--- src/wts_pkg.sv ---
// Constants, register map and field layout of the week timer sub-second and
// sub-week control block.
// Assumes a single clock domain and a plain strobe register port.
//
// Notes on behaviour
// - Four-bit rate select; zero turns every sub-second event off.
// - Rate value n from 1 to 15 gives events at 2 to the n hertz.
// - Bits 9:7 of sub-week control pick the sub-week counter clock source.
// - Bit 6 clear reloads the counter on expiry; bit 6 set does not.
// - Gate bit 5 set lets the wake output rise only while mains is present.
// - Read-only bit 4 returns the live mains presence level.
// - Long alarm flag sets while week count reaches compare and wake output enabled.
// - Writing one clears a wake flag; writing zero leaves it alone.
// - The long alarm part of the wake output ignores its flag.
// - Short alarm flag sets when the counter expires stepping from one (to zero or to reload), if enabled.
// - The short alarm wake stays until software clears its flag with a one.
// - Wake output enable clear holds the wake output low.
// - Nonzero reload write loads the counter; zero write stops it.
package wts_pkg;

    // ==========================================================
    // Register offsets (byte addresses)
    // ==========================================================
    localparam int ADDR_W = 8;
    localparam logic [ADDR_W-1:0] OFF_CONTROL = 8'h00;
    localparam logic [ADDR_W-1:0] OFF_RATE_SELECT = 8'h10;
    localparam logic [ADDR_W-1:0] OFF_SUBWEEK_CTRL = 8'h14;
    localparam logic [ADDR_W-1:0] OFF_SUBWEEK_COUNT = 8'h18;
    localparam logic [ADDR_W-1:0] OFF_IRQ_STATUS = 8'h40;
    localparam logic [ADDR_W-1:0] OFF_IRQ_MASK = 8'h44;

    // ==========================================================
    // Field positions
    // ==========================================================
    localparam int CTL_RUN_BIT = 0;
    localparam int CTL_WAKE_EN_BIT = 6;
    localparam int RATE_LSB = 0;
    localparam int RATE_W = 4;
    localparam int SW_FLAG_SHORT_BIT = 0;
    localparam int SW_FLAG_LONG_BIT = 1;
    localparam int SW_MAINS_LEVEL_BIT = 4;
    localparam int SW_GATE_BIT = 5;
    localparam int SW_NO_RELOAD_BIT = 6;
    localparam int SW_SRC_LSB = 7;
    localparam int SW_SRC_W = 3;
    localparam int SWC_LOAD_LSB = 0;
    localparam int SWC_STATUS_LSB = 16;
    localparam int SWC_W = 9;
    localparam int IRQ_SUBSEC_BIT = 0;
    localparam int IRQ_SHORT_BIT = 1;
    localparam int IRQ_LONG_BIT = 2;
    localparam int IRQ_W = 3;

    // ==========================================================
    // Reset values
    // ==========================================================
    localparam logic RST_RUN = 1'b1;
    localparam logic RST_WAKE_EN = 1'b0;
    localparam logic [RATE_W-1:0] RST_RATE = 4'h0;
    localparam logic [SW_SRC_W-1:0] RST_SRC = 3'h0;
    localparam logic [SWC_W-1:0] RST_SWC = 9'h000;
    localparam logic [IRQ_W-1:0] RST_IRQ = 3'h0;

    // ==========================================================
    // Timing
    // ==========================================================
    localparam int REF_HZ = 32768;
    localparam int DIV_W = 15;

endpackage

--- src/wts_tick_if.sv ---
// Carrier between the sub-second tick generator and the control block.
// Assumes both ends run on the same clock.
`timescale 1ns/1ps
interface wts_tick_if;
    logic tick32;
    logic run;
    logic [wts_pkg::RATE_W-1:0] rate;
    logic evt;
    logic [wts_pkg::DIV_W-1:0] div;
    modport gen (input tick32, input run, input rate, output evt, output div);
    modport ctl (output tick32, output run, output rate, input evt, input div);
endinterface

--- src/wts_subsec.sv ---
// Fifteen-bit divider of the 32 kHz reference and the sub-second event tap.
// Assumes tick32 is a one-cycle pulse per reference period on mclk.
`timescale 1ns/1ps
module wts_subsec #(
    parameter int DIV_BITS = wts_pkg::DIV_W
) (
    input wire logic mclk,
    input wire logic rst,
    wts_tick_if.gen tk
);
    import wts_pkg::*;

    typedef struct packed {
        logic [DIV_BITS-1:0] div;
        logic evt;
    } wts_sub_state_s;

    wts_sub_state_s st_reg;
    wts_sub_state_s st_next;
    logic [DIV_BITS-1:0] tap_mask;

    // ==========================================================
    // Checks
    // ==========================================================
    if (DIV_BITS != DIV_W) begin : g_bad_width
        $error("Divider width must match the fifteen rate codes.");
    end

    // ==========================================================
    // Divider and tap
    // ==========================================================
    always_comb begin
        st_next = st_reg;
        // tap per rate: period is 2 to the (15 - n) reference ticks.
        tap_mask = (DIV_BITS'(1) << (DIV_BITS - int'(tk.rate))) - DIV_BITS'(1);
        st_next.evt = 1'b0;
        if (!tk.run) begin
            // Divider is held clear while the timer is stopped.
            st_next.div = '0;
        end else if (tk.tick32) begin
            st_next.div = st_reg.div + DIV_BITS'(1);
            // divider tap event, one cycle per period.
            if (tk.rate != '0 && (st_reg.div & tap_mask) == tap_mask) begin
                st_next.evt = 1'b1;
            end
        end
    end

    always_ff @(posedge mclk) begin
        if (rst) begin
            st_reg <= '0;
        end else begin
            st_reg <= st_next;
        end
    end

    assign tk.evt = st_reg.evt;
    assign tk.div = st_reg.div;

endmodule

--- src/wts_ctrl.sv ---
// Sub-second rate select, sub-week control and status, wake output and
// event interrupt of the battery-domain week timer.
// Assumes week_compare_hit and the tick sources come from logic on mclk;
// ref_32k_pin and mains_presence_input are asynchronous pins.
`timescale 1ns/1ps
module wts_ctrl #(
    parameter int SRC_COUNT = 8,
    parameter int SRC_SEL_W = wts_pkg::SW_SRC_W
) (
    input wire logic mclk,
    input wire logic rst,
    input wire logic [wts_pkg::ADDR_W-1:0] reg_addr,
    input wire logic [31:0] reg_wdata,
    input wire logic reg_wr,
    input wire logic reg_rd,
    output logic [31:0] reg_rdata,
    input wire logic ref_32k_pin,
    input wire logic mains_presence_input,
    input wire logic week_compare_hit,
    input wire logic [SRC_COUNT-1:0] short_alarm_clock_select_src,
    output logic wake_event,
    output logic subsecond_event,
    output logic irq
);
    import wts_pkg::*;

    // ==========================================================
    // State
    // ==========================================================
    typedef struct packed {
        logic ref_meta;
        logic ref_sync;
        logic ref_prev;
        logic pres_meta;
        logic pres_sync;
        logic long_alarm_run;
        logic wake_output_enable;
        logic [RATE_W-1:0] subsecond_rate_select;
        logic [SRC_SEL_W-1:0] short_alarm_clock_select;
        logic no_reload;
        logic mains_presence_gate_enable;
        logic long_alarm_wake_flag;
        logic short_alarm_wake_flag;
        logic [SWC_W-1:0] short_alarm_reload_value;
        logic [SWC_W-1:0] short_count;
        logic [IRQ_W-1:0] irq_status;
        logic [IRQ_W-1:0] irq_mask;
        logic [31:0] rdata;
        logic wake;
        logic subsec;
        logic irq;
    } wts_state_s;

    wts_state_s st_reg;
    wts_state_s st_next;

    wts_tick_if tk ();

    // ==========================================================
    // Checks
    // ==========================================================
    if (SRC_COUNT < 1 || SRC_COUNT > (1 << SRC_SEL_W) || SRC_SEL_W != SW_SRC_W) begin : g_bad
        $error("Clock source count does not fit the three-bit select field.");
    end

    // ==========================================================
    // Functions
    // ==========================================================
    function automatic logic addr_is(input logic [ADDR_W-1:0] a, input logic [ADDR_W-1:0] off);
        return a == off;
    endfunction

    function automatic logic pick_src(input logic [SRC_COUNT-1:0] src,
                                      input logic [SRC_SEL_W-1:0] sel);
        logic r;
        r = 1'b0;
        for (int i = 0; i < SRC_COUNT; i++) begin
            if (sel == SRC_SEL_W'(i)) begin
                r = src[i];
            end
        end
        return r;
    endfunction

    // ==========================================================
    // Tick generator
    // ==========================================================
    assign tk.tick32 = st_reg.ref_sync & ~st_reg.ref_prev;
    assign tk.run = st_reg.long_alarm_run;
    assign tk.rate = st_reg.subsecond_rate_select;

    wts_subsec #(
        .DIV_BITS(DIV_W)
    ) u_subsec (
        .mclk(mclk),
        .rst(rst),
        .tk(tk)
    );

    // ==========================================================
    // Next state
    // ==========================================================
    logic wr_ctl;
    logic wr_rate;
    logic wr_sw;
    logic wr_swc;
    logic wr_mask;
    logic rd_stat;
    logic short_tick;
    logic short_expire;
    logic long_set;
    logic short_set;
    logic long_part;
    logic wake_raw;
    logic [IRQ_W-1:0] irq_set;
    logic [SWC_W-1:0] load_val;

    always_comb begin
        st_next = st_reg;
        wr_ctl = reg_wr && addr_is(reg_addr, OFF_CONTROL);
        wr_rate = reg_wr && addr_is(reg_addr, OFF_RATE_SELECT);
        wr_sw = reg_wr && addr_is(reg_addr, OFF_SUBWEEK_CTRL);
        wr_swc = reg_wr && addr_is(reg_addr, OFF_SUBWEEK_COUNT);
        wr_mask = reg_wr && addr_is(reg_addr, OFF_IRQ_MASK);
        rd_stat = reg_rd && addr_is(reg_addr, OFF_IRQ_STATUS);
        load_val = reg_wdata[SWC_LOAD_LSB +: SWC_W];

        // Synchronisers; the second stage feeds logic, and the third reference stage gives the edge.
        st_next.ref_meta = ref_32k_pin;
        st_next.ref_sync = st_reg.ref_meta;
        st_next.ref_prev = st_reg.ref_sync;
        st_next.pres_meta = mains_presence_input;
        st_next.pres_sync = st_reg.pres_meta;

        // Software writes.
        if (wr_ctl) begin
            st_next.long_alarm_run = reg_wdata[CTL_RUN_BIT];
            st_next.wake_output_enable = reg_wdata[CTL_WAKE_EN_BIT];
        end
        if (wr_rate) begin
            st_next.subsecond_rate_select = reg_wdata[RATE_LSB +: RATE_W];
        end
        if (wr_sw) begin
            st_next.short_alarm_clock_select = reg_wdata[SW_SRC_LSB +: SRC_SEL_W];
            st_next.no_reload = reg_wdata[SW_NO_RELOAD_BIT];
            st_next.mains_presence_gate_enable = reg_wdata[SW_GATE_BIT];
        end
        if (wr_mask) begin
            st_next.irq_mask = reg_wdata[IRQ_W-1:0];
        end

        // Sub-week counter.
        // selected source clocks the counter.
        short_tick = pick_src(short_alarm_clock_select_src, st_reg.short_alarm_clock_select);
        short_expire = 1'b0;
        if (wr_swc) begin
            // nonzero write loads, zero write stops.
            st_next.short_alarm_reload_value = load_val;
            st_next.short_count = load_val;
        end else if (short_tick && st_reg.short_count != '0) begin
            if (st_reg.short_count == SWC_W'(1)) begin
                short_expire = 1'b1;
                if (!st_reg.no_reload) begin
                    st_next.short_count = st_reg.short_alarm_reload_value;
                end else begin
                    st_next.short_count = '0;
                end
            end else begin
                st_next.short_count = st_reg.short_count - SWC_W'(1);
            end
        end

        // Wake flags; a set in the clearing cycle wins.
        // long alarm flag set.
        long_set = week_compare_hit && st_reg.wake_output_enable;
        // short alarm flag set on expiry, when the counter steps from one.
        short_set = short_expire && st_reg.wake_output_enable;
        if (wr_sw && reg_wdata[SW_FLAG_LONG_BIT]) begin
            st_next.long_alarm_wake_flag = 1'b0;
        end
        if (wr_sw && reg_wdata[SW_FLAG_SHORT_BIT]) begin
            st_next.short_alarm_wake_flag = 1'b0;
        end
        if (long_set) begin
            st_next.long_alarm_wake_flag = 1'b1;
        end
        if (short_set) begin
            st_next.short_alarm_wake_flag = 1'b1;
        end

        // Wake output.
        // long part follows the live compare level.
        long_part = week_compare_hit;
        // short part persists on its flag.
        wake_raw = long_part || st_reg.short_alarm_wake_flag;
        if (st_reg.mains_presence_gate_enable && !st_reg.pres_sync) begin
            wake_raw = 1'b0;
        end
        // enable bit clear holds the output low.
        st_next.wake = wake_raw && st_reg.wake_output_enable;

        // Event interrupt; a read clears, but a new event in that cycle stays.
        st_next.subsec = tk.evt;
        irq_set = '0;
        irq_set[IRQ_SUBSEC_BIT] = tk.evt;
        irq_set[IRQ_SHORT_BIT] = short_expire;
        irq_set[IRQ_LONG_BIT] = week_compare_hit && !st_reg.long_alarm_wake_flag
                                && st_reg.wake_output_enable;
        if (rd_stat) begin
            st_next.irq_status = irq_set;
        end else begin
            st_next.irq_status = st_reg.irq_status | irq_set;
        end
        st_next.irq = |(st_next.irq_status & st_next.irq_mask);

        // Read data, valid only in the cycle after the strobe.
        st_next.rdata = '0;
        if (reg_rd) begin
            case (reg_addr)
                OFF_CONTROL: begin
                    st_next.rdata[CTL_RUN_BIT] = st_reg.long_alarm_run;
                    st_next.rdata[CTL_WAKE_EN_BIT] = st_reg.wake_output_enable;
                end
                OFF_RATE_SELECT: begin
                    st_next.rdata[RATE_LSB +: RATE_W] = st_reg.subsecond_rate_select;
                end
                OFF_SUBWEEK_CTRL: begin
                    st_next.rdata[SW_SRC_LSB +: SRC_SEL_W] = st_reg.short_alarm_clock_select;
                    st_next.rdata[SW_NO_RELOAD_BIT] = st_reg.no_reload;
                    st_next.rdata[SW_GATE_BIT] = st_reg.mains_presence_gate_enable;
                    st_next.rdata[SW_MAINS_LEVEL_BIT] = st_reg.pres_sync;
                    st_next.rdata[SW_FLAG_LONG_BIT] = st_reg.long_alarm_wake_flag;
                    st_next.rdata[SW_FLAG_SHORT_BIT] = st_reg.short_alarm_wake_flag;
                end
                OFF_SUBWEEK_COUNT: begin
                    st_next.rdata[SWC_LOAD_LSB +: SWC_W] = st_reg.short_alarm_reload_value;
                    st_next.rdata[SWC_STATUS_LSB +: SWC_W] = st_reg.short_count;
                end
                OFF_IRQ_STATUS: begin
                    st_next.rdata[IRQ_W-1:0] = st_reg.irq_status;
                end
                OFF_IRQ_MASK: begin
                    st_next.rdata[IRQ_W-1:0] = st_reg.irq_mask;
                end
                default: begin
                    st_next.rdata = '0;
                end
            endcase
        end
    end

    // ==========================================================
    // Registers
    // ==========================================================
    always_ff @(posedge mclk) begin
        if (rst) begin
            st_reg <= '0;
            st_reg.long_alarm_run <= RST_RUN;
            st_reg.wake_output_enable <= RST_WAKE_EN;
            st_reg.subsecond_rate_select <= RST_RATE;
            st_reg.short_alarm_clock_select <= RST_SRC;
            st_reg.short_alarm_reload_value <= RST_SWC;
            st_reg.short_count <= RST_SWC;
            st_reg.irq_status <= RST_IRQ;
            st_reg.irq_mask <= RST_IRQ;
        end else begin
            st_reg <= st_next;
        end
    end

    assign reg_rdata = st_reg.rdata;
    assign wake_event = st_reg.wake;
    assign subsecond_event = st_reg.subsec;
    assign irq = st_reg.irq;

endmodule

--- config.mk ---
export PLATFORM = sky130hd
export DESIGN_NAME = wts_ctrl
export DESIGN_NICKNAME = d
export VERILOG_FILES = /design/src/wts_pkg.sv /design/src/wts_tick_if.sv /design/src/wts_subsec.sv /design/src/wts_ctrl.sv
export SDC_FILE = /design/constraint.sdc
export NUM_CORES = 1
export LEC_CHECK = 0
export BUFFER_PORTS_ARGS = -buffer_cell sky130_fd_sc_hd__buf_2
export CAP_MARGIN = 25
export CORE_ASPECT_RATIO = 1.75
export CORE_MARGIN = 2
export CORE_UTILIZATION = 51
export DETAILED_ROUTE_END_ITERATION = 7
export PLACE_DENSITY = 0.76
export SLEW_MARGIN = 20
export SYNTH_ARGS = -nofsm -noshare
export SYNTH_HDL_FRONTEND = slang
export SYNTH_HIERARCHICAL = 1
export SYNTH_SLANG_ARGS = --single-unit
--- constraint.sdc ---
create_clock -name mclk -period 3.4 [get_ports mclk]
set_input_delay 0.17 -clock mclk [delete_from_list [all_inputs] [get_ports mclk]]
set_output_delay 0.17 -clock mclk [all_outputs]
set_load 0.05 [all_outputs]
==> summary.txt, run 1 <==
Timing
  • Slew @ Worst Pin: around 540 ps
  • Final period util: about two thirds
  • Slew Limit Headroom: around 64%
  • Fmax: between 400 and 500 MHz
  • Pins Over Slew Limit: 0
  • Worst clock skew: 4.66 ps
  • Final setup violation count: 0
  • RSZ-0062 raised after global routing: no
  • Fin. Hold Viols: 0
  • Setup TNS: 0 ps
  • Min Tclk post-route: between 2000 and 2500 ps

Worst setup path
  • CP Capture Type: register
  • Startpoint Class: register
  • WS Path Type: register to register
  • R2R Setup Slk: roughly 1200 ps
  • Arrival @ worst endpoint: around 2500 ps
  • Worst Reg-to-Reg Cells: 6
  • Worst endpoint required time: ~3600 ps
  • R2r endpoint: u_subsec/tk.evt$_SDFF_PP0_
  • Worst r2r src: tk.rate[3]$_SDFFE_PP0P_
  • CP Max Fanout: 18

Yosys
  • Synth warn: 6
  • Number of flops mapped to enable cells by yosys: 0
  • Synth Register Bits: 80
  • Main area contributors after synthesis: dfxtp_1, buf_4, mux2i_1
  • Share of the synthesized area in the top cell type: 39.3%
  • Syn Std Cell Area: 4070 µm²
  • Post-synthesis average cell area: 8.79 µm²
  • Ys flop type: dfxtp_1
  • Seq/Total Area, Yosys: approximately two fifths
  • Gate count after technology mapping: around 460
  • Yosys cell types: a little under 70
  • Ys async rst share: 0%
  • Leading area contributor after synthesis: dfxtp_1

Power
  • Sw frac: 30.6%
  • Part of the power in registers: ~41%
  • VDD IR max: about 540 µV
  • Static leakage: between 1.5 and 2 nW
  • Part of the power in combinational logic: 22.3%
  • Switch Pwr: roughly 0.00079 W
  • Clock Power Share: approximately 37%
  • Pwr/cell area: between 500 and 600 nW/µm²
  • Cell Int Power: between 0.0015 and 0.002 W

Min path
  • Hold path startpoint: mains_presence_input
  • Hold/Removal Path Class: primary input to register
  • Worst Hold Depth: 2
  • Hold endpoint: st_next[72]$_SDFF_PP0_

Detailed routing
  • Router iterations before antenna repair: 5
  • Routed WL: 9170 µm
  • Routed via count: approximately 3400
  • Vias per cell: between 5 and 6
  • Wire per inst: between 15 and 20 µm
  • Antenna-violating nets left: 0
  • Drc violations: 0
  • Iter 0 DRT Violations: around 250

Clock tree
  • Number of CTS-inserted buffers: 9
  • Clock Latency Late Sink: 340 ps
  • Root buffer cell: clkbuf_16
  • Hold_buf cts: 0
  • Max Buffers Root-to-Sink: 2
  • Post_cts resized: 0
  • Worst-path clk slew: around 60 ps
  • Sink Count: 80
  • Setup bufs post-CTS: 0
  • H-tree levels: 3
  • CTS tree: built

Place
  • GPL Wtd Cong: about 0.85
  • Area of placed instances: 4150 µm²
  • I/O Buffers: 54
  • HPWL Detailed: 6880 µm

Cells and area
  • Max reg flops: 34
  • FF+latch area: 1600 µm²
  • Number of diodes: 0
  • Share of layout cells above drive strength 1: between 10% and 20%
  • Fin nets: ~540
  • Layout area overhead: 9.10%
  • Area of the multi-input gates: 2090 µm²
  • Filler cell count: ~730
  • Design area: ~4400 µm²

Global route
  • Number of antenna violations at the first check in global routing: 0
  • Tot GR Track Use: roughly 22%
  • Largest net degree at the start of global routing: 34
  • Vias in the first global route: about 3300
  • First-pass GRT wire length: 15000 µm
  • Grt total ovfl: 0

Run status
  • Outcome: finished clean

Floorplanning
  • Num rows: between 40 and 50
  • Vert. Die Dim: around 120 µm
  • I/O Pins: 90
  • Die area: slightly below 9000 µm²
  • Starting Density: roughly half
  • Die Span X: a little over 70 µm
  • CORE AREA: just under 8000 µm²

Flow run
  • Max Cap Violations: 0
[cell type report]
| class | count | share of cell area [%] |
|---|---|---|
| clock inverter | 6 | 1.52 |
| multi-input combinational | 322 | 47.0 |
| tap | 90 | 2.54 |
| timing repair buffer | 57 | 6.59 |
| sequential | 80 | 36.1 |
| inverter | 14 | 1.18 |
| clock buffer | 10 | 5.15 |
[worst max-delay path: stages, from the launching register on]
cell and delay (ps):
dfxtp_1 660, nand4_1 170, ha_1 320, or4b_1 540
a21oi_1 170, a2111oi_1 80, o2111a_1 170
[cell usage in the layout (no fill, tap or decap), types with 3 or more instances in the layout]
master / instances
and3_1: 3
nand2_1: 38
nor3b_1: 6
nand2b_1: 8
nor3_1: 4
nor2b_1: 9
nor2_1: 43
conb_1: 13
xnor2_1: 11
a22o_1: 3
mux2i_1: 20
or3_1: 3
a211oi_1: 4
nand4_1: 10
a21oi_1: 33
clkbuf_16: 9
dfxtp_1: 80
nor4_1: 6
o2111a_1: 3
xor2_1: 6
o21ai_0: 11
nand3_1: 18
buf_4: 3
and4_1: 4
and2_1: 9
ha_1: 4
buf_2: 54
a31oi_1: 3
nand3b_1: 3
inv_1: 14
[power groups by stage]
stage          logic (W)  registers [W]  clock network [W]
2_1_floorplan   0.000500        0.00105                  0
3_3_place_gp    0.000559        0.00107                  0
3_5_place_dp    0.000577        0.00108                  0
4_1_cts         0.000581        0.00106           0.000981
5_1_grt         0.000656        0.00107            0.00102
6_report        0.000581        0.00106           0.000964
[worst max path at each step]
| stage | start | end | slack (ps) | depth (start not counted) |
|---|---|---|---|---|
| 3_5_place_dp | tk.rate[3]$_SDFFE_PP0P_ | u_subsec/tk.evt$_SDFF_PP0_ | 1210 | 6 |
| 4_1_cts | tk.rate[3]$_SDFFE_PP0P_ | u_subsec/tk.evt$_SDFF_PP0_ | 1210 | 6 |
| 3_3_place_gp | tk.rate[3]$_SDFFE_PP0P_ | u_subsec/tk.evt$_SDFF_PP0_ | 1290 | 6 |
| 2_1_floorplan | st_reg[63]$_SDFFE_PP0P_ | st_reg[46]$_SDFFE_PP0P_ | 1460 | 6 |
| 6_report | tk.rate[3]$_SDFFE_PP0P_ | u_subsec/tk.evt$_SDFF_PP0_ | 1170 | 6 |
| 5_1_grt | tk.rate[3]$_SDFFE_PP0P_ | u_subsec/tk.evt$_SDFF_PP0_ | 1130 | 6 |
[cells in the mapped netlist (all sizes together), types with 3 or more instances]
library cell,count
dfxtp,80
nand2,38
a22o,4
and3,3
nor2b,9
buf,41
nand3b,3
nor3b,6
nand3,18
xnor2,11
a21oi,33
mux2i,20
nand4,11
a211oi,4
clkbuf,18
nand2b,9
xor2,6
and4,4
o21ai,12
and2,10
a31oi,3
ha,4
nor3,5
inv,14
nor4,10
o2111a,3
nor2,43
or3,3
[metal layers]
layer  global-route usage (%)  up-vias  share of wire (%)
met5                        0        -                  0
met4                     14.6        0                5.5
met3                     4.63       39                5.3
met2                     40.5      113                 54
met1                     22.2     1611                 35
li1                         -     1641                  -
[cell families (layout without fill, tap and decap cells)]
family	after synthesis	count (layout)	share of synthesized area (%)
buffers and inverters	73	87	10.5
and+or+nand+nor	179	179	24.4
AOI/OAI and AO/OA	86	86	14.1
muxes	23	23	6.58
xor gates and xnor gates	17	17	3.66
other	1	13	0.0921
DFF	80	80	39.3
adders and majority gates	4	4	1.23
[metrics by stage]
stage | hold slack, ps | instances | setup slack [ps] | utilization (%) | total power (W)
6_report | 36.9 | 579 | 1170 | 56.5 | 0.00260
3_5_place_dp | 387 | 563 | 1210 | 52.8 | 0.00165
2_1_floorplan | 298 | 475 | 1460 | - | 0.00155
3_3_place_gp | 380 | 563 | 1290 | 52.8 | 0.00163
5_1_grt | 44.0 | 579 | 1130 | 56.5 | 0.00274
4_1_cts | 31.4 | 579 | 1210 | 56.5 | 0.00262
Power figures use the tool's default switching activity.
==> inputs of run 2 (changes only) <==
--- a/config.mk
+++ b/config.mk
@@ -5,13 +5,14 @@
 export SDC_FILE = /design/constraint.sdc
 export NUM_CORES = 1
 export LEC_CHECK = 0
+export ABC_AREA = 1
 export BUFFER_PORTS_ARGS = -buffer_cell sky130_fd_sc_hd__buf_2
 export CAP_MARGIN = 25
 export CORE_ASPECT_RATIO = 1.75
 export CORE_MARGIN = 2
 export CORE_UTILIZATION = 51
 export DETAILED_ROUTE_END_ITERATION = 7
-export PLACE_DENSITY = 0.76
+export PLACE_DENSITY = 0.75
 export SLEW_MARGIN = 20
 export SYNTH_ARGS = -nofsm -noshare
 export SYNTH_HDL_FRONTEND = slang
==> constraint.sdc (replaced) <==
create_clock -name mclk -period 2.1 [get_ports mclk]
set_input_delay 0.105 -clock mclk [delete_from_list [all_inputs] [get_ports mclk]]
set_output_delay 0.105 -clock mclk [all_outputs]
set_load 0.05 [all_outputs]
==> run 2 against run 1 <==
  * Sequential power is 60% higher
  * Critical endpoint is now st_reg[46]$_SDFFE_PP0P_
  * Hold slack improved by 5.9 ps
  * Sequential cell count did not move
  * Critical path type unchanged
  * Largest power group unchanged
==> summary.txt, run 2 <==
Detailed routing
  • Iter 0 DRT Violations: roughly 210
  • Drc violations: 0
  • Routed WL: approximately 11000 µm
  • Wire per inst: 13.8 µm
  • Router iterations before antenna repair: 5
  • Routed via count: between 4000 and 5000
  • Antenna-violating nets left: 0
  • Vias per cell: ~5.3

Yosys
  • Synth Area in Compound Gates: between 10% and 20%
  • Synth warn: 6
  • Post-Synth XOR/XNOR Area: less than 1%
  • Yosys cell types: 42
  • Ys async rst share: 0%
  • Syn Std Cell Area: around 4300 µm²
  • Gate count after technology mapping: ~630
  • Post-synthesis adder-cell area fraction: under 10%
  • Synth Register Bits: 80
  • Largest family of logic cells by synthesized area: simple AND/OR/NAND/NOR gates
  • Seq/Total Area, Yosys: a little under two fifths
  • Share of the synthesized area in the top cell type: 37.0%
  • Main area contributors after synthesis: dfxtp_1, nand2_1, nor2_1
  • Most common cell in the netlist: nand2_1
  • Number of flops mapped to enable cells by yosys: 0
  • Leading area contributor after synthesis: dfxtp_1
  • Simple-gate share of the synthesized area: a little over a third
  • Ys flop type: dfxtp_1
  • Commonest cells in the netlist: nand2_1, dfxtp_1, nor2_1
  • Multiplexer area fraction after synthesis: 0%
  • Post-synthesis average cell area: between 6 and 7 µm²

Global route
  • Tot GR Track Use: 23.6%
  • Grt total ovfl: 0
  • Vias in the first global route: approximately 3800
  • Largest net degree at the start of global routing: 31
  • Number of antenna violations at the first check in global routing: 0
  • First-pass GRT wire length: about 17000 µm

Place
  • GPL Wtd Cong: between 0.9 and 1
  • Placed cells: 747
  • HPWL Detailed: 8180 µm
  • I/O Buffers: 54
  • Area of placed instances: about 4500 µm²

Power
  • Static leakage: between 2 and 2.5 nW
  • VDD IR max: 669 µV
  • Pwr/cell area: roughly 1000 nW/µm²

Timing
  • Final period util: slightly above 80%
  • Final setup violation count: 0
  • Worst clock skew: ~8 ps
  • Min Tclk post-route: ~1700 ps
  • Pins Over Slew Limit: 0
  • Fmax: between 500 and 600 MHz
  • RSZ-0062 raised after global routing: no
  • Setup TNS: 0 ps
  • Fin. Hold Viols: 0

Clock tree
  • CTS tree: built
  • Setup bufs post-CTS: 0
  • Number of CTS-inserted buffers: 9
  • H-tree levels: 3
  • Sink Count: 80
  • Worst-path clk slew: around 60 ps
  • Clock Latency Late Sink: 340 ps
  • Post_cts resized: 0
  • Max Buffers Root-to-Sink: 2
  • Hold_buf cts: 2
  • Root buffer cell: clkbuf_16

Worst setup path
  • Slowest stage delay, CP: between 300 and 400 ps
  • CP Capture Type: register
  • Worst endpoint required time: roughly 2300 ps
  • Slowest cell on the critical path: dfxtp_1
  • CP dominant cell by count: nor2_1
  • CP cell instances: inv_1 > ha_1 > nand2_2 > nor2_1 > nand2_2 > nand3_4 > nand2_4 > clkinv_1 > nor2_1 > nor2_1
  • CP Max Fanout: 9
  • Startpoint Class: register
  • WS Path Type: register to register
  • Arrival @ worst endpoint: slightly below 2000 ps

Cells and area
  • Layout area overhead: 11.3%
  • Non-filler cells, final: between 700 and 800
  • Commonest cells after routing, fill and taps aside: nand2_1, dfxtp_1, nor2_1
  • Fin nets: about 730
  • Number of diodes: 0
  • Max reg flops: 34
  • Most common cell after layout, fill and taps aside: nand2_1
  • Design area: around 4800 µm²
  • Share of layout cells above drive strength 1: between 15 and 20%

Floorplanning
  • I/O Pins: 90
  • Die area: 9260 µm²
  • Die Span X: between 70 and 80 µm
  • CORE AREA: between 8000 and 9000 µm²
  • Vert. Die Dim: 126 µm
  • Starting Density: 52.4%
  • Num rows: between 40 and 50

Run status
  • Outcome: finished clean

Min path
  • Hold/Removal Path Class: primary input to register

Flow run
  • Max Cap Violations: 0
[run 2: cells by family after synthesis]
| logic type | count (synthesis) |
|---|---|
| buffers and inverters | 131 |
| adders and majority gates | 4 |
| DFF | 80 |
| other | 1 |
| AOI/OAI and AO/OA | 88 |
| xor gates and xnor gates | 2 |
| and+or+nand+nor | 323 |
[run 2: report_power, final]
part           switching, W  internal, W
clock network      0.000617      0.00107
logic              0.000950     0.000498
registers         0.0000956      0.00161
total               0.00166      0.00317
[run 2: final cells by class]
type / count / area, µm²
Fill cell: 767 / 3440
Multi-Input combinational cell: 430 / 2130
Sequential cell: 80 / 1600
Timing Repair Buffer: 61 / 328
Inverter: 86 / 324
Clock buffer: 10 / 239
Tap cell: 92 / 115
Clock inverter: 5 / 81.3
[run 2: worst max-delay path, delay by kind of cell, from the launching register on]
kind | cells | cell delay [ps]
simple gates | 7 | 740
flops | 1 | 360
buf+inv | 2 | 220
fa+ha+maj | 1 | 290
[run 2: per-stage QoR]
step                utilization, %  hold slack (ps)  worst slack (ps)  power [W]
finish                        58.3             42.8               395    0.00483
global route                  58.3             57.3               209    0.00515
CTS                           58.3             34.0               382    0.00484
detailed placement            54.2              323               395    0.00315
global placement              54.2              318               461    0.00313
floorplan                        -              186               565    0.00289
[run 2: final timing paths]
check             cells past startpoint  slack, ps                     from                 endpoint
hold / removal                        3         40             reg_wdata[3]  tk.rate[3]$_SDFFE_PP0P_
hold reg to reg                       2        400   st_next[72]$_SDFF_PP0_    st_reg[72]$_SDFF_PP0_
setup / recovery                     10        400  st_reg[41]$_SDFFE_PP0P_  st_reg[46]$_SDFFE_PP0P_
setup reg to reg                     10        400  st_reg[41]$_SDFFE_PP0P_  st_reg[46]$_SDFFE_PP0P_
[run 2: layer usage]
layer  share of wire, %  global-route usage (%)  wire, µm
met1                 36                    22.4      3790
met2                 54                    43.1      5750
met3                3.6                    4.40       385
met4                6.0                    16.4       634
met5                  0                       0         0
==> inputs of run 3 (changes only) <==
--- a/config.mk
+++ b/config.mk
@@ -10,9 +10,9 @@
 export CAP_MARGIN = 25
 export CORE_ASPECT_RATIO = 1.75
 export CORE_MARGIN = 2
-export CORE_UTILIZATION = 51
+export CORE_UTILIZATION = 50
 export DETAILED_ROUTE_END_ITERATION = 7
-export PLACE_DENSITY = 0.75
+export PLACE_DENSITY = 0.77
 export SLEW_MARGIN = 20
 export SYNTH_ARGS = -nofsm -noshare
 export SYNTH_HDL_FRONTEND = slang
==> constraint.sdc (replaced) <==
create_clock -name mclk -period 1.4 [get_ports mclk]
set_input_delay 0.07 -clock mclk [delete_from_list [all_inputs] [get_ports mclk]]
set_output_delay 0.07 -clock mclk [all_outputs]
set_load 0.05 [all_outputs]
==> run 3 against run 2 <==
  * The run now ends with negative setup slack left
  * Power is 68% higher
  * Non-clock buffer count is 50 higher
  * Design area is 15% higher
  * Sequential share of layout area is 3.9 points lower
  * Critical endpoint is now st_reg[44]$_SDFFE_PP0P_
  * Combinational power is 110% higher
==> summary.txt, run 3 (synthesis results as in run 2) <==
Run status
  • Outcome: finished with violations
  • Failing checks: negative setup slack

Global route
  • Number of antenna violations at the first check in global routing: 0
  • Largest net degree at the start of global routing: 25
  • Grt total ovfl: 0
  • Tot GR Track Use: roughly a quarter
  • First-pass GRT wire length: approximately 18000 µm
  • Vias in the first global route: between 4000 and 5000

Cells and area
  • Number of diodes: 0
  • Share of layout cells above drive strength 1: about a third
  • FF+latch area: 1630 µm²
  • Layout area overhead: 28.6%
  • Design area: 5560 µm²
  • Commonest cells after routing, fill and taps aside: nand2_1, dfxtp_1, nor2_1
  • Filler cell count: approximately 700
  • Fin nets: ~780
  • Max reg flops: 34
  • Most common cell after layout, fill and taps aside: nand2_1
  • Area of the multi-input gates: around 2400 µm²

Power
  • Cell Int Power: around 0.0052 W
  • Switch Pwr: about 0.0029 W
  • Static leakage: between 2 and 3 nW
  • Sw frac: between 30% and 40%
  • VDD IR max: between 800 and 900 µV
  • Pwr/cell area: about 1500 nW/µm²
  • Clock Power Share: a little under a third
  • Part of the power in combinational logic: a little under two fifths
  • Part of the power in registers: approximately a third

Worst setup path
  • Crit. Startpoint: st_reg[42]$_SDFFE_PP0P_
  • Arrival @ worst endpoint: between 1500 and 2000 ps
  • CP Capture Type: register
  • Startpoint Class: register
  • Worst endpoint required time: ~1600 ps
  • Worst r2r src: st_reg[42]$_SDFFE_PP0P_
  • WS Path Type: register to register
  • R2R Setup Slk: -80 ps
  • Worst Reg-to-Reg Cells: 12
  • CP Max Fanout: 7

Timing
  • Min Tclk post-route: roughly 1500 ps
  • Final WS setup: -82.6 ps
  • Fmax: ~670 MHz
  • RSZ-0062 raised after global routing: yes
  • Setup TNS: -297 ps
  • Worst clock skew: 5.68 ps
  • Final setup violation count: 6
  • Final period util: 106%
  • Fin. Hold Viols: 0
  • Pins Over Slew Limit: 0

Detailed routing
  • Wire per inst: 14.1 µm
  • Antenna-violating nets left: 0
  • Routed via count: 4314
  • Iter 0 DRT Violations: about 240
  • Drc violations: 0
  • Router iterations before antenna repair: 5
  • Vias per cell: 5.14
  • Routed WL: 11800 µm

Clock tree
  • Root buffer cell: clkbuf_16
  • Sink Count: 80
  • Max Buffers Root-to-Sink: 2
  • CTS tree: built
  • H-tree levels: 3
  • Worst-path clk slew: ~60 ps
  • Number of CTS-inserted buffers: 9
  • Clock Latency Late Sink: ~340 ps

Floorplanning
  • CORE AREA: ~8400 µm²
  • Vert. Die Dim: about 130 µm
  • Die Span X: 74.3 µm
  • Die area: around 9400 µm²
  • Starting Density: 51.7%
  • I/O Pins: 90
  • Num rows: 44

Flow run
  • Max Cap Violations: 0

Place
  • HPWL Detailed: 8820 µm
  • GPL Wtd Cong: around 0.95
  • I/O Buffers: 54
  • Area of placed instances: between 4000 and 5000 µm²

Min path
  • Worst Hold Depth: 3
  • Hold path startpoint: reg_wdata[9]
  • Hold/Removal Path Class: primary input to register
-- run 3: worst paths after layout --
check	end
setup / recovery	st_reg[44]$_SDFFE_PP0P_
hold / removal	st_reg[65]$_SDFFE_PP0P_
hold reg to reg	st_next[74]$_SDFF_PP0_
setup reg to reg	st_reg[44]$_SDFFE_PP0P_
-- run 3: worst max-delay path, stage by stage, from the launching register on --
cell,delay [ps]
dfxtp_2,330
inv_4,70
ha_4,120
nand2_2,60
nor2_4,150
buf_4,150
nand2_4,90
nand2_2,100
o21ai_2,60
nand2_1,50
nand2_1,50
nand2_1,70
a21oi_2,50
-- run 3: area by class of cell --
type,count,share of cell area (%)
repair buffers,111,13.3
well taps,115,2.59
multi-input cells,432,43.0
clock buffers,10,4.12
inverters,86,5.94
clock inverters,6,1.69
flip-flops and latches,80,29.3
-- run 3: through the flow --
step                hold WS [ps]  setup WS [ps]  std cells  utilization, %  total power [W]
floorplan                    151          -4.45        641               -          0.00437
global placement             283          -53.6        812            57.8          0.00507
detailed placement           287          -86.8        812            57.8          0.00509
CTS                         2.48           1.17        834            63.2          0.00783
global route                32.7           -176        840            66.4          0.00859
finish                      13.8          -82.6        840            66.4          0.00812
-- run 3: per-layer routing --
metal	wire (µm)	vias up	part of all wire, %	global-route usage (%)
li1	-	2143	-	-
met1	3990	2014	34	22.3
met2	6770	107	57	48.6
met3	344	50	2.9	3.94
met4	706	0	6.0	16.9
met5	0	-	0	0
-- run 3: power by group through the flow --
stage	clock, W	sequential (W)	combinational [W]
finish	0.00252	0.00255	0.00305
CTS	0.00256	0.00255	0.00272
floorplan	0	0.00256	0.00181
detailed placement	0	0.00257	0.00252
global placement	0	0.00257	0.00250
global route	0.00267	0.00257	0.00334
-- run 3: timing repair --
| item | CTS | global route |
|---|---|---|
| pin swaps | 14 | 30 |
| setup buffers | 1 | 6 |
| gates resized for setup | 28 | 73 |
| hold buffers | 3 | 0 |
| setup endpoints to repair | 20 | 23 |
| cloned | 2 | 0 |
| hold endpoints to repair | 3 | 0 |
